==> config.mk <==
export PLATFORM = sky130hd
export DESIGN_NAME = cfg_index_data
export DESIGN_NICKNAME = d
export VERILOG_FILES = /design/src/core/cfg_pkg.sv /design/src/core/cfg_index_data.sv
export SDC_FILE = /design/constraint.sdc
export NUM_CORES = 1
export LEC_CHECK = 0
export BUFFER_PORTS_ARGS = -buffer_cell sky130_fd_sc_hd__buf_2
export CAP_MARGIN = 20
export CORE_UTILIZATION = 60
export DETAILED_ROUTE_END_ITERATION = 6
export GPL_TIMING_DRIVEN = 0
export PLACE_DENSITY = 0.8
export SYNTH_ARGS = -nofsm -noshare
export SYNTH_HDL_FRONTEND = slang
export SYNTH_SLANG_ARGS = --single-unit
==> constraint.sdc <==
create_clock -name core_clk -period 4.1 [get_ports core_clk]
set_clock_uncertainty 0.2 [all_clocks]
set_input_delay 0.41 -clock core_clk [delete_from_list [all_inputs] [get_ports core_clk]]
set_output_delay 0.41 -clock core_clk [all_outputs]
set_load 0.02 [all_outputs]
==> src/core/cfg_pkg.sv <==
// Constants for the configuration index/data access block
package cfg_pkg;
   localparam int          NUM_REGS        = 14;
   localparam logic [7:0]  LAST_INDEX      = 8'h0D;
   localparam logic [3:0]  IDX_FUNC_ENABLE = 4'h0;
   localparam logic [3:0]  IDX_FUNC_ADDR   = 4'h1;
   localparam logic [3:0]  IDX_POWER_TEST  = 4'h2;
   localparam logic [7:0]  INDEX_RESET     = 8'h00;
   localparam logic [7:0]  INDEX_RSVD_MASK = 8'h9F;
   localparam logic [7:0]  REG_RESET       = 8'h00;
   localparam logic [15:0] ADDR_PAIR0      = 16'h0398;
   localparam logic [15:0] ADDR_PAIR1      = 16'h026E;
   localparam logic [15:0] ADDR_PAIR2      = 16'h015C;
   localparam logic [15:0] ADDR_PAIR3      = 16'h002E;
   localparam int          ADDR_W          = 16;
   localparam int          DEFSET_W        = 5;
endpackage : cfg_pkg

==> src/core/cfg_index_data.sv <==
// Configuration index/data register pair with double-write protection
//
// Summary of operation
// - Fourteen configuration registers, selected by index 00h to 0Dh.
// - The first clock after reset release loads enable and address registers from strap-selected defaults, power/test with zero.
// - Remaining registers reset to zero and change only by software.
// - Index register value selects the register a data access reaches.
// - First index read after reset returns the identification byte.
// - Second index read returns 00h before writes, else the written byte.
// - Index bits 5 and 6 read zero, except in the identification byte.
// - A register takes data only on the second consecutive data write.
// - Later index reads return the last value loaded.
// - Data read returns the register selected by the index.
// - Single reads of index or data are accepted at any time.
// - Five straps at reset select one of 31 default sets; codes 1Eh and 1Fh share one.
// - Two straps place the pair at 398h, 26Eh, 15Ch or 2Eh.
`timescale 1ns/1ns
module cfg_index_data
   import cfg_pkg::*;
#(
   parameter logic [7:0] ID_BYTE = 8'h5A // Arbitrary identification value
)(
   input  wire logic                core_clk,
   input  wire logic                rst_n,
   input  wire logic [ADDR_W-1:0]   ioAddr,
   input  wire logic                ioRd,
   input  wire logic                ioWr,
   input  wire logic [7:0]          ioWrData,
   input  wire logic [DEFSET_W-1:0] defaultSetStraps,
   input  wire logic [1:0]          pairLocationStraps,
   output logic      [7:0]          ioRdData,
   output logic                     ioRdValid,
   output logic      [7:0]          functionEnableReg,
   output logic      [7:0]          functionAddressReg,
   output logic      [7:0]          powerTestReg
);

   ////////////////////////////////////////////////////////////////////////
   logic [7:0]  cfgRegs_q [NUM_REGS];
   logic [7:0]  index_q;
   logic        idShown_q;
   logic        firstWrite_q;
   logic        stapLoad_q;
   logic [ADDR_W-1:0] base;
   logic        hitIndex;
   logic        hitData;
   logic        idxValid;
   logic [7:0]  feDef;
   logic [7:0]  faDef;

   // Pair location from straps, taken as static
   always_comb begin
      unique case (pairLocationStraps)
         2'b00: base = ADDR_PAIR0;
         2'b01: base = ADDR_PAIR1;
         2'b10: base = ADDR_PAIR2;
         2'b11: base = ADDR_PAIR3;
      endcase
   end
   assign hitIndex = (ioAddr == base);
   assign hitData  = (ioAddr == (base + ADDR_W'(1)));
   assign idxValid = (index_q <= LAST_INDEX);

   // Default sets; the secondary enable variants collapse to the primary code
   always_comb begin
      feDef = 8'h08;
      faDef = 8'h10;
      unique case (defaultSetStraps)
         5'h00: begin feDef = 8'h4F; faDef = 8'h10; end
         5'h01: begin feDef = 8'h4F; faDef = 8'h11; end
         5'h02: begin feDef = 8'hCF; faDef = 8'h11; end
         5'h03: begin feDef = 8'h4F; faDef = 8'h39; end
         5'h04: begin feDef = 8'h4F; faDef = 8'h24; end
         5'h05: begin feDef = 8'hCF; faDef = 8'h38; end
         5'h06: begin feDef = 8'h4B; faDef = 8'h00; end
         5'h07: begin feDef = 8'h4B; faDef = 8'h01; end
         5'h08: begin feDef = 8'hCB; faDef = 8'h01; end
         5'h09: begin feDef = 8'h4B; faDef = 8'h09; end
         5'h0A: begin feDef = 8'h4B; faDef = 8'h08; end
         5'h0B: begin feDef = 8'hCB; faDef = 8'h08; end
         5'h0C: begin feDef = 8'h0F; faDef = 8'h10; end
         5'h0D: begin feDef = 8'h0F; faDef = 8'h11; end
         5'h0E: begin feDef = 8'h0F; faDef = 8'h39; end
         5'h0F: begin feDef = 8'h0F; faDef = 8'h24; end
         5'h10: begin feDef = 8'h49; faDef = 8'h00; end
         5'h11: begin feDef = 8'h49; faDef = 8'h01; end
         5'h12: begin feDef = 8'hC9; faDef = 8'h01; end
         5'h13: begin feDef = 8'hC9; faDef = 8'h00; end
         5'h14: begin feDef = 8'h07; faDef = 8'h10; end
         5'h15: begin feDef = 8'h07; faDef = 8'h11; end
         5'h16: begin feDef = 8'h07; faDef = 8'h39; end
         5'h17: begin feDef = 8'h07; faDef = 8'h24; end
         5'h18: begin feDef = 8'h47; faDef = 8'h10; end
         5'h19: begin feDef = 8'h47; faDef = 8'h11; end
         5'h1A: begin feDef = 8'hC7; faDef = 8'h11; end
         5'h1B: begin feDef = 8'h47; faDef = 8'h39; end
         5'h1C: begin feDef = 8'h47; faDef = 8'h24; end
         5'h1D: begin feDef = 8'hC7; faDef = 8'h38; end
         default: begin feDef = 8'h08; faDef = 8'h10; end
      endcase
   end

   ////////////////////////////////////////////////////////////////////////
   // Index register; reserved bits never stored
   always_ff @(posedge core_clk or negedge rst_n) begin
      if (!rst_n) begin
         index_q <= INDEX_RESET;
      end else if (ioWr && hitIndex) begin
         index_q <= ioWrData & INDEX_RSVD_MASK;
      end
   end

   // Identification byte shown once per reset
   always_ff @(posedge core_clk or negedge rst_n) begin
      if (!rst_n) begin
         idShown_q <= 1'b0;
      end else if (ioRd && hitIndex) begin
         idShown_q <= 1'b1;
      end
   end

   // Write-count: only back-to-back data writes commit
   always_ff @(posedge core_clk or negedge rst_n) begin
      if (!rst_n) begin
         firstWrite_q <= 1'b0;
      end else if (ioWr && hitData) begin
         firstWrite_q <= ~firstWrite_q;
      end else if ((ioRd || ioWr) && (hitIndex || hitData)) begin
         firstWrite_q <= 1'b0;
      end
   end

   // Strap defaults loaded on the first clock after release, not under reset
   always_ff @(posedge core_clk or negedge rst_n) begin
      if (!rst_n) begin
         stapLoad_q <= 1'b1;
      end else begin
         stapLoad_q <= 1'b0;
      end
   end

   always_ff @(posedge core_clk or negedge rst_n) begin
      if (!rst_n) begin
         for (int i = 0; i < NUM_REGS; i++) begin
            cfgRegs_q[i] <= REG_RESET;
         end
      end else if (stapLoad_q) begin
         cfgRegs_q[IDX_FUNC_ENABLE] <= feDef;
         cfgRegs_q[IDX_FUNC_ADDR]   <= faDef;
         cfgRegs_q[IDX_POWER_TEST]  <= REG_RESET;
      end else if (ioWr && hitData && firstWrite_q && idxValid) begin
         cfgRegs_q[index_q[3:0]] <= ioWrData;
      end
   end

   ////////////////////////////////////////////////////////////////////////
   // Read data registered; valid one cycle after the strobe
   always_ff @(posedge core_clk or negedge rst_n) begin
      if (!rst_n) begin
         ioRdData  <= 8'h00;
         ioRdValid <= 1'b0;
      end else begin
         ioRdValid <= ioRd && (hitIndex || hitData);
         if (ioRd && hitIndex) begin
            ioRdData <= idShown_q ? index_q : ID_BYTE;
         end else if (ioRd && hitData) begin
            ioRdData <= idxValid ? cfgRegs_q[index_q[3:0]] : 8'h00;
         end
      end
   end

   always_ff @(posedge core_clk or negedge rst_n) begin
      if (!rst_n) begin
         functionEnableReg  <= REG_RESET;
         functionAddressReg <= REG_RESET;
         powerTestReg       <= REG_RESET;
      end else begin
         functionEnableReg  <= cfgRegs_q[IDX_FUNC_ENABLE];
         functionAddressReg <= cfgRegs_q[IDX_FUNC_ADDR];
         powerTestReg       <= cfgRegs_q[IDX_POWER_TEST];
      end
   end

   ////////////////////////////////////////////////////////////////////////
   property p_commit_second;
      @(posedge core_clk) disable iff (!rst_n)
      (ioWr && hitData && firstWrite_q && idxValid && !stapLoad_q)
         |=> cfgRegs_q[$past(index_q[3:0])] == $past(ioWrData);
   endproperty
   a_commit_second: assert property (p_commit_second) else $error("second write not committed");

   property p_no_commit_first;
      @(posedge core_clk) disable iff (!rst_n)
      // Index range guard keeps the unused array slots out of the compare
      (ioWr && hitData && !firstWrite_q && idxValid && !stapLoad_q)
         |=> cfgRegs_q[index_q[3:0]] == $past(cfgRegs_q[index_q[3:0]]);
   endproperty
   a_no_commit_first: assert property (p_no_commit_first) else $error("first write committed");

   property p_restart;
      @(posedge core_clk) disable iff (!rst_n)
      ((ioRd && (hitIndex || hitData)) || (ioWr && hitIndex)) |=> !firstWrite_q;
   endproperty
   a_restart: assert property (p_restart) else $error("write count not restarted");

   property p_first_id;
      @(posedge core_clk) disable iff (!rst_n)
      (ioRd && hitIndex && !idShown_q) |=> ioRdValid && ioRdData == ID_BYTE;
   endproperty
   a_first_id: assert property (p_first_id) else $error("no identification byte");

   property p_index_read;
      @(posedge core_clk) disable iff (!rst_n)
      (ioRd && hitIndex && idShown_q) |=> ioRdData == $past(index_q);
   endproperty
   a_index_read: assert property (p_index_read) else $error("index read wrong");

   property p_rsvd;
      @(posedge core_clk) disable iff (!rst_n)
      ioWr && hitIndex |=> index_q[6:5] == 2'b00;
   endproperty
   a_rsvd: assert property (p_rsvd) else $error("reserved index bits set");

   property p_out_range;
      @(posedge core_clk) disable iff (!rst_n)
      (ioRd && hitData && !idxValid) |=> ioRdData == 8'h00;
   endproperty
   a_out_range: assert property (p_out_range) else $error("out of range read not zero");

   property p_data_read;
      @(posedge core_clk) disable iff (!rst_n)
      (ioRd && hitData && idxValid) |=> ioRdData == $past(cfgRegs_q[index_q[3:0]]);
   endproperty
   a_data_read: assert property (p_data_read) else $error("data read wrong");

   property p_defaults;
      @(posedge core_clk) disable iff (!rst_n)
      stapLoad_q |=> cfgRegs_q[IDX_FUNC_ENABLE] == $past(feDef) ##1 functionEnableReg == $past(feDef, 2);
   endproperty
   a_defaults: assert property (p_defaults) else $error("strap default not loaded");

   // Host accesses may have idle cycles between them, so the covers allow a short gap
   c_double_write: cover property (@(posedge core_clk) disable iff (!rst_n)
      (ioWr && hitData) ##[1:4] (ioWr && hitData && firstWrite_q));
   c_id_then_zero: cover property (@(posedge core_clk) disable iff (!rst_n)
      (ioRd && hitIndex && !idShown_q) ##[1:5] (ioRd && hitIndex));
   c_broken_pair: cover property (@(posedge core_clk) disable iff (!rst_n)
      (ioWr && hitData) ##[1:4] (ioRd && hitData) ##[1:4] (ioWr && hitData));

endmodule : cfg_index_data

### Word level (Yosys, flattened, before mapping)

Memories as Yosys holds them, arrays and structs flattened.
Cells that the tools add are included.

| storage, ports and cells | value |
|---|---|
| memory bits (writable) | 0 |
| latch bits | 0 |
| bits in registers | 154 |
| input bits | 35 |
| ROM bits | 352 |
| memories | 1 |

| operators by class | value |
|---|---|
| $add $sub $neg | 1 |
| bitwise operators | 3 |
| equality and inequality tests | 5 |
| multiplexer cells | 15 |
| shift operators | 0 |
| reduce and logical (&&, ||, !) cells | 16 |
| multiply operators | 0 |
| $lt $le $gt $ge | 3 |
| div/mod/pow operators | 0 |

Memory list:

| name | depth | bits a word | read ports | clocked after memory_dff | write ports | RTL line | source |
|---|---|---|---|---|---|---|---|
| (no name shown) | 32 | 11 | 1 | 0 | 0 | cfg_index_data.sv:68 | `unique case (defaultSetStraps)` |

Operators by type and width:

| cell | number |
|---|---|
| bitwise mux 112 bit | 1 |
| 2-to-1 mux 112 bit | 1 |
| case mux 16 bit (4 select lines) | 1 |
| 2-to-1 mux 8 bit | 7 |
| binary-select mux 8 bit (select 4 bit) | 1 |
| demux 8 bit (select 4 bit) | 1 |
| == test 16 bit | 2 |
| 2-to-1 mux 24 bit | 1 |
| adder 16 x 1 -> 16 bit, second input constant | 1 |
| logical AND 1 bit | 9 |
| less-or-equal comparator 8 x 4 -> 1 bit, second input constant | 1 |
| nonzero test 2 bit | 3 |
| greater-or-equal comparator 5 bit, second input constant | 1 |
| < comparator 5 x 1 -> 1 bit, second input constant | 1 |
| inverter 4 -> 5 bit | 1 |
| == test 2 bit, second input constant | 2 |
| == test 2 x 1 -> 1 bit, second input constant | 1 |
| logical NOT 2 bit | 1 |
| logical OR 1 bit | 2 |
| 2-to-1 mux 1 bit | 2 |
| inverter 1 bit | 2 |
| AND reduction 2 bit | 1 |

### Logic depth before layout (Yosys ltp)

| logic depth | value |
|---|---|
| depth after elaboration | 9 |
| depth in mapped cells | 9 |

### Worst setup path after synthesis

Ideal clock, no wire load.

| timing | value |
|---|---|
| path kind | input -> register |
| from | input port pairLocationStraps[0] |
| to | register cfgRegs_q[0] in the netlist's numbering |
| arrival | 2.040 ns |
| path buffers | 2 |
| setup slack | 1.735 ns |
| library setup time | 0.125 ns |
| cell stages on the path | 9 |
| required time | 3.775 ns |
| cells stage by stage | inv_1 > ha_1 > nand2b_1 > nor4_1 > o311a_1 > buf_6 > buf_12 > nand4_4 > mux2_4 |

| on the way | value |
|---|---|
| longest elaborated chain between the ends | 8 |

RTL lines:

| item | RTL line | source |
|---|---|---|
| start: declaration | cfg_index_data.sv:30 | `input wire logic [1:0] pairLocationStraps,` |
| == test 2 bit (tied with other cells) | cfg_index_data.sv:53 | `unique case (pairLocationStraps)` |
| case mux 16 bit (4 select lines) * | cfg_index_data.sv:53 |  |
| adder 16 x 1 -> 16 bit * | cfg_index_data.sv:61 | `assign hitData = (ioAddr == (base + ADDR_W'(1)));` |
| == test 16 bit * | cfg_index_data.sv:61 |  |
| logical AND 1 bit * (3 in series) | cfg_index_data.sv:151 | `end else if (ioWr && hitData && firstWrite_q && idxValid) begin` |
| AND reduction 2 bit (no line) * | - |  |
| end signal: indexed assignment | cfg_index_data.sv:152 | `cfgRegs_q[index_q[3:0]] <= ioWrData;` |
| end: declaration | cfg_index_data.sv:39 | `logic [7:0] cfgRegs_q [NUM_REGS];` |

Mark *: on every way between the ends. The rest lies on a longest branch, timed or not. The select of a mux whose other input is x is not followed.
A chain may end at the register's enable or synchronous reset.

### Final worst setup path

| timing | value |
|---|---|
| from | register index_q[1] |
| to | register ioRdData[0] |

| on the way | value |
|---|---|
| longest elaborated chain between the ends | 7 |

RTL lines:

| item | RTL line | source |
|---|---|---|
| start: declaration | cfg_index_data.sv:40 | `logic [7:0] index_q;` |
| start signal: assignment | cfg_index_data.sv:109 | `index_q <= ioWrData & INDEX_RSVD_MASK;` |
| inverter 4 -> 5 bit (not written as such) | cfg_index_data.sv:167 | `ioRdData <= idxValid ? cfgRegs_q[index_q[3:0]] : 8'h00;` |
| binary-select mux 8 bit (select 4 bit) | cfg_index_data.sv:167 |  |
| 2-to-1 mux 8 bit (not written as such) (2 in series) | cfg_index_data.sv:167 |  |
| 2-to-1 mux 8 bit * | cfg_index_data.sv:167 |  |
| 2-to-1 mux 8 bit * | cfg_index_data.sv:166 | `end else if (ioRd && hitData) begin` |
| 2-to-1 mux 8 bit * | cfg_index_data.sv:164 | `if (ioRd && hitIndex) begin` |
| end signal: assignment | cfg_index_data.sv:165 | `ioRdData <= idShown_q ? index_q : ID_BYTE;` |
| end signal: assignment | cfg_index_data.sv:167 |  |
| end: declaration | cfg_index_data.sv:31 | `output logic [7:0] ioRdData,` |

Marked as above.

==> results.sh <==
export IMPL_worst_slew_pin_slew_ns=0.7885
export IMPL_power_share_sequential_pct=48.7
export IMPL_critical_path_cell_chain="buf_2 -> buf_1 -> mux4_2 -> mux2i_1 -> a22oi_1 -> mux2_1"
export IMPL_final_setup_worst_slack_ns=1.409
export IMPL_report_final_slew_viol_count=0
export IMPL_setup_worst_path_class="reg -> reg"
export IMPL_crit_path_max_incr_delay_ns=0.63
export IMPL_slew_headroom_pct=47.43
export IMPL_filler_cell_count=868
export IMPL_cellLeakagePower_nw=4.298
export IMPL_post_cts_setup_buffer_count=0
export IMPL_synth_top_family_by_area="multiplexers"
export IMPL_clockBufferDepth=2
export IMPL_final_setup_viol_count=0
export IMPL_yosys_area_top_type_share_pct=49.62
export IMPL_pin_count_of_the_biggest_net_entering_global_routing=90
export IMPL_grt_setup_unrepaired="false"
export IMPL_area_growth_syn_to_layout_pct=14.48
export IMPL_syn_inst=590
export IMPL_tritoncts="done"
export IMPL_vias_per_std_cell=6.236
export IMPL_synth_area_leaders="sky130_fd_sc_hd__dfrtp_1, sky130_fd_sc_hd__mux2_2, sky130_fd_sc_hd__mux2i_1, sky130_fd_sc_hd__mux4_2, sky130_fd_sc_hd__mux2_1"
export IMPL_pre_cts_slack_ns=1.334
export IMPL_syn_area_mm2=0.007716
export IMPL_via_count_of_the_first_global_routing_pass=5306
export IMPL_net_switching_power_uw=762.0
export IMPL_switching_share_pct=23.77
export IMPL_final_min_clock_period_ns=2.691
export IMPL_cell_internal_pwr_mw=2.444
export IMPL_worstPathMaxFanout=10
export IMPL_hp_class="in -> reg"
export IMPL_htree_levels=4
export IMPL_endpoint_kind="flop"
export IMPL_number_of_buffers_added_by_the_clock_tree_synthesis_step=17
export IMPL_crit_path_top_delay_cell="sky130_fd_sc_hd__buf_1"
export IMPL_post_route_cells_drive_above_1_share_pct=36.34
export IMPL_iteration_0_drc_markers=434
export IMPL_grt_first_pass_wirelength_mm=28.93
export IMPL_finalCoreUtilization_pct=70.28
export IMPL_synth_xor_area_share_pct=0.3405
export IMPL_synth_fp_nets=634
export IMPL_crit_family="multiplexers"
export IMPL_placement_rows=41
export IMPL_post_synth_fa_ha_maj_area_fraction_pct=1.459
export IMPL_grt_antenna_before_repair=0
export IMPL_power_density_mw_per_mm2=362.9
export IMPL_synth_mux_area_fraction_pct=27.71
export IMPL_detailroute_via_count=5363
export IMPL_y_dimension_of_the_die_um=115.4
export IMPL_ys_flop_type="sky130_fd_sc_hd__dfrtp_1"
export IMPL_drt_antenna_violating_nets=0
export IMPL_floorplan_core_area_mm2=0.01257
export IMPL_async_flop_share_pct=100.0
export IMPL_area_leader_netlist="sky130_fd_sc_hd__dfrtp_1"
export IMPL_most_common_cell_after_layout_fill_and_taps_aside="sky130_fd_sc_hd__dfrtp_1"
export IMPL_highest_clock_rate_mhz=371.7
export IMPL_grt_remaining_overflow=0
export IMPL_wire_per_inst_um=21.55
export IMPL_netlist_cell_type_count=63
export IMPL_yosysSeqAreaShare_pct=49.96
export IMPL_power_ir_vdd_worst_mv=0.2365
export IMPL_wirelength_mm=18.53
export IMPL_cts_sinks=154
export IMPL_clkTransAtPathRegs_ns=0.06
export IMPL_synth_compound_area_share_pct=6.178
export IMPL_die_area_mm2=0.01332
export IMPL_gp_routability_congestion=0.8821
export IMPL_synth_edf_count=0
export IMPL_count_of_buffering_cells_on_the_critical_path_with_inverters_included=2
export IMPL_design_portCount=68
export IMPL_numnets_final=720
export IMPL_period_share_pct=65.62
export IMPL_run_status="complete, no violations"
export IMPL_drc_errors=0
export IMPL_synth_warning_count=0
export IMPL_die_width_um=115.4
export IMPL_drt_first_pass_iters=5
export IMPL_tns_ns=0
export IMPL_groute_usage_overall_pct=30.06
export IMPL_hold_viol=0
export IMPL_clock_latency_at_the_later_pin_of_the_worst_skew_pair_ns=0.44
export IMPL_combinational_fraction_of_design_power_pct=6.9
export IMPL_clockRootBuffer="sky130_fd_sc_hd__clkbuf_16"
export IMPL_worstSetupStartpointType="flop"
export IMPL_synthesis_area_per_instance_um2=13.08
export IMPL_power_frac_clock_pct=44.4
export IMPL_critical_path_arrival_ns=2.81
export IMPL_hpwlAfterDp_mm=12.90
export IMPL_flip_flop_and_latch_count_after_synthesis=154
export IMPL_synth_simple_area_share_pct=10.88
export IMPL_start_util_pct=61.39
export IMPL_portBuffers=65
export IMPL_critPathRequiredTime_ns=4.22
export IMPL_inserted_diodes=0
export IMPL_drv_max_cap_violation_count=0
export IMPL_most_common_layout_cells="sky130_fd_sc_hd__dfrtp_1, sky130_fd_sc_hd__mux2_2, sky130_fd_sc_hd__buf_2, sky130_fd_sc_hd__mux2i_1, sky130_fd_sc_hd__nand2_1"
==> worst paths after layout <==
check,start,end,slack [ns],cells after the start
max reg2reg,index_q[1]$_DFFE_PN0P_,ioRdData[0]$_DFFE_PN0P_,1.41,6
min in group asynchronous,rst_n,ioRdData[2]$_DFFE_PN0P_,0.34,2
max,index_q[1]$_DFFE_PN0P_,ioRdData[0]$_DFFE_PN0P_,1.41,6
min reg2reg,cfgRegs_q[103]$_DFFE_PN0P_,functionAddressReg[7]$_DFF_PN0_,0.21,0
max in group asynchronous,rst_n,stapLoad_q$_DFF_PN1_,2.50,3
min,ioWrData[5],cfgRegs_q[69]$_DFFE_PN0P_,0.06,2
==> synth_stat cells, drive strengths merged (3+ instances only) <==
| cell | count |
|---|---|
| nand2 | 36 |
| nor3b | 5 |
| mux2 | 113 |
| mux2i | 43 |
| nor4 | 14 |
| o21bai | 3 |
| o2bb2ai | 3 |
| nand2b | 7 |
| and3 | 4 |
| nor2b | 7 |
| buf | 17 |
| a31oi | 3 |
| dlygate4sd1 | 5 |
| a22oi | 3 |
| a21oi | 16 |
| nand4 | 5 |
| nor3 | 8 |
| nor2 | 15 |
| clkbuf | 13 |
| o21ai | 13 |
| o22ai | 10 |
| inv | 12 |
| dfrtp | 153 |
| nand3 | 19 |
| ha | 9 |
| mux4 | 18 |
| a211oi | 9 |
==> cells by family after synthesis <==
group	count (synthesis)
other cells	1
mux	174
fa+ha+maj	9
xor+xnor	3
flops	154
buf+inv	47
simple gates	130
compound gates	72
==> per-layer routing <==
metal  vias to the layer above  global-route usage (%)  routed length, µm
met5                         -                       0                  0
met4                         0                   11.26                422
met3                        34                   7.644               1157
met2                       226                   49.34               9355
met1                      2723                   38.67               7596
li1                       2380                       -                  -
==> metrics by stage <==
step	instances	instance area, µm²	hold slack, ns	total power [mW]
floorplan	590	7716	-0.08559	1.694
global placement	827	8257	0.1911	1.793
detailed placement	828	8290	0.1889	1.807
CTS	860	8833	0.05735	3.209
global route	860	8833	0.06567	3.297
finish	860	8833	0.05915	3.206
==> registers in the layout, summed over array words and instances (netlist names) <==
register            flops
ioRdData                8
idShown_q               1
index_q                 6
powerTestReg            8
functionAddressReg      8
firstWrite_q            1
ioRdValid               1
stapLoad_q              1
cfgRegs_q             112
functionEnableReg       8
==> repair_timing <==
action | in CTS | in global routing
hold endpoints to repair | 65 | 0
hold buffers | 1 | 0
gates resized for setup | 0 | 0
==> worst register-to-register path, delay by kind of cell, from the launching register on <==
| kind | cells | cell delay, ns |
|---|---|---|
| DFF | 1 | 0.36 |
| AOI/OAI and AO/OA | 1 | 0.14 |
| muxes | 3 | 1.02 |
| buffers and inverters | 2 | 0.87 |
==> area by class of cell <==
cell class | count | area (µm²) | share of cell area (%)
Clock buffer | 23 | 488.0 | 5.524
Timing Repair Buffer | 67 | 369.1 | 4.178
Inverter | 12 | 45.04 | 0.5099
Tap cell | 172 | 215.2 | 2.436
Multi-Input combinational cell | 389 | 3597 | 40.72
Sequential cell | 154 | 3855 | 43.64
Clock inverter | 8 | 45.04 | 0.5099
Buffer | 35 | 219.0 | 2.479
==> power by group through the flow <==
stage,registers [mW],clock network [mW],logic (mW)
2_1_floorplan,1.60,0,0.0985
3_3_place_gp,1.59,0,0.207
3_5_place_dp,1.59,0,0.221
4_1_cts,1.56,1.43,0.223
5_1_grt,1.56,1.49,0.243
6_report,1.56,1.42,0.223
Power figures use the tool's default switching activity.
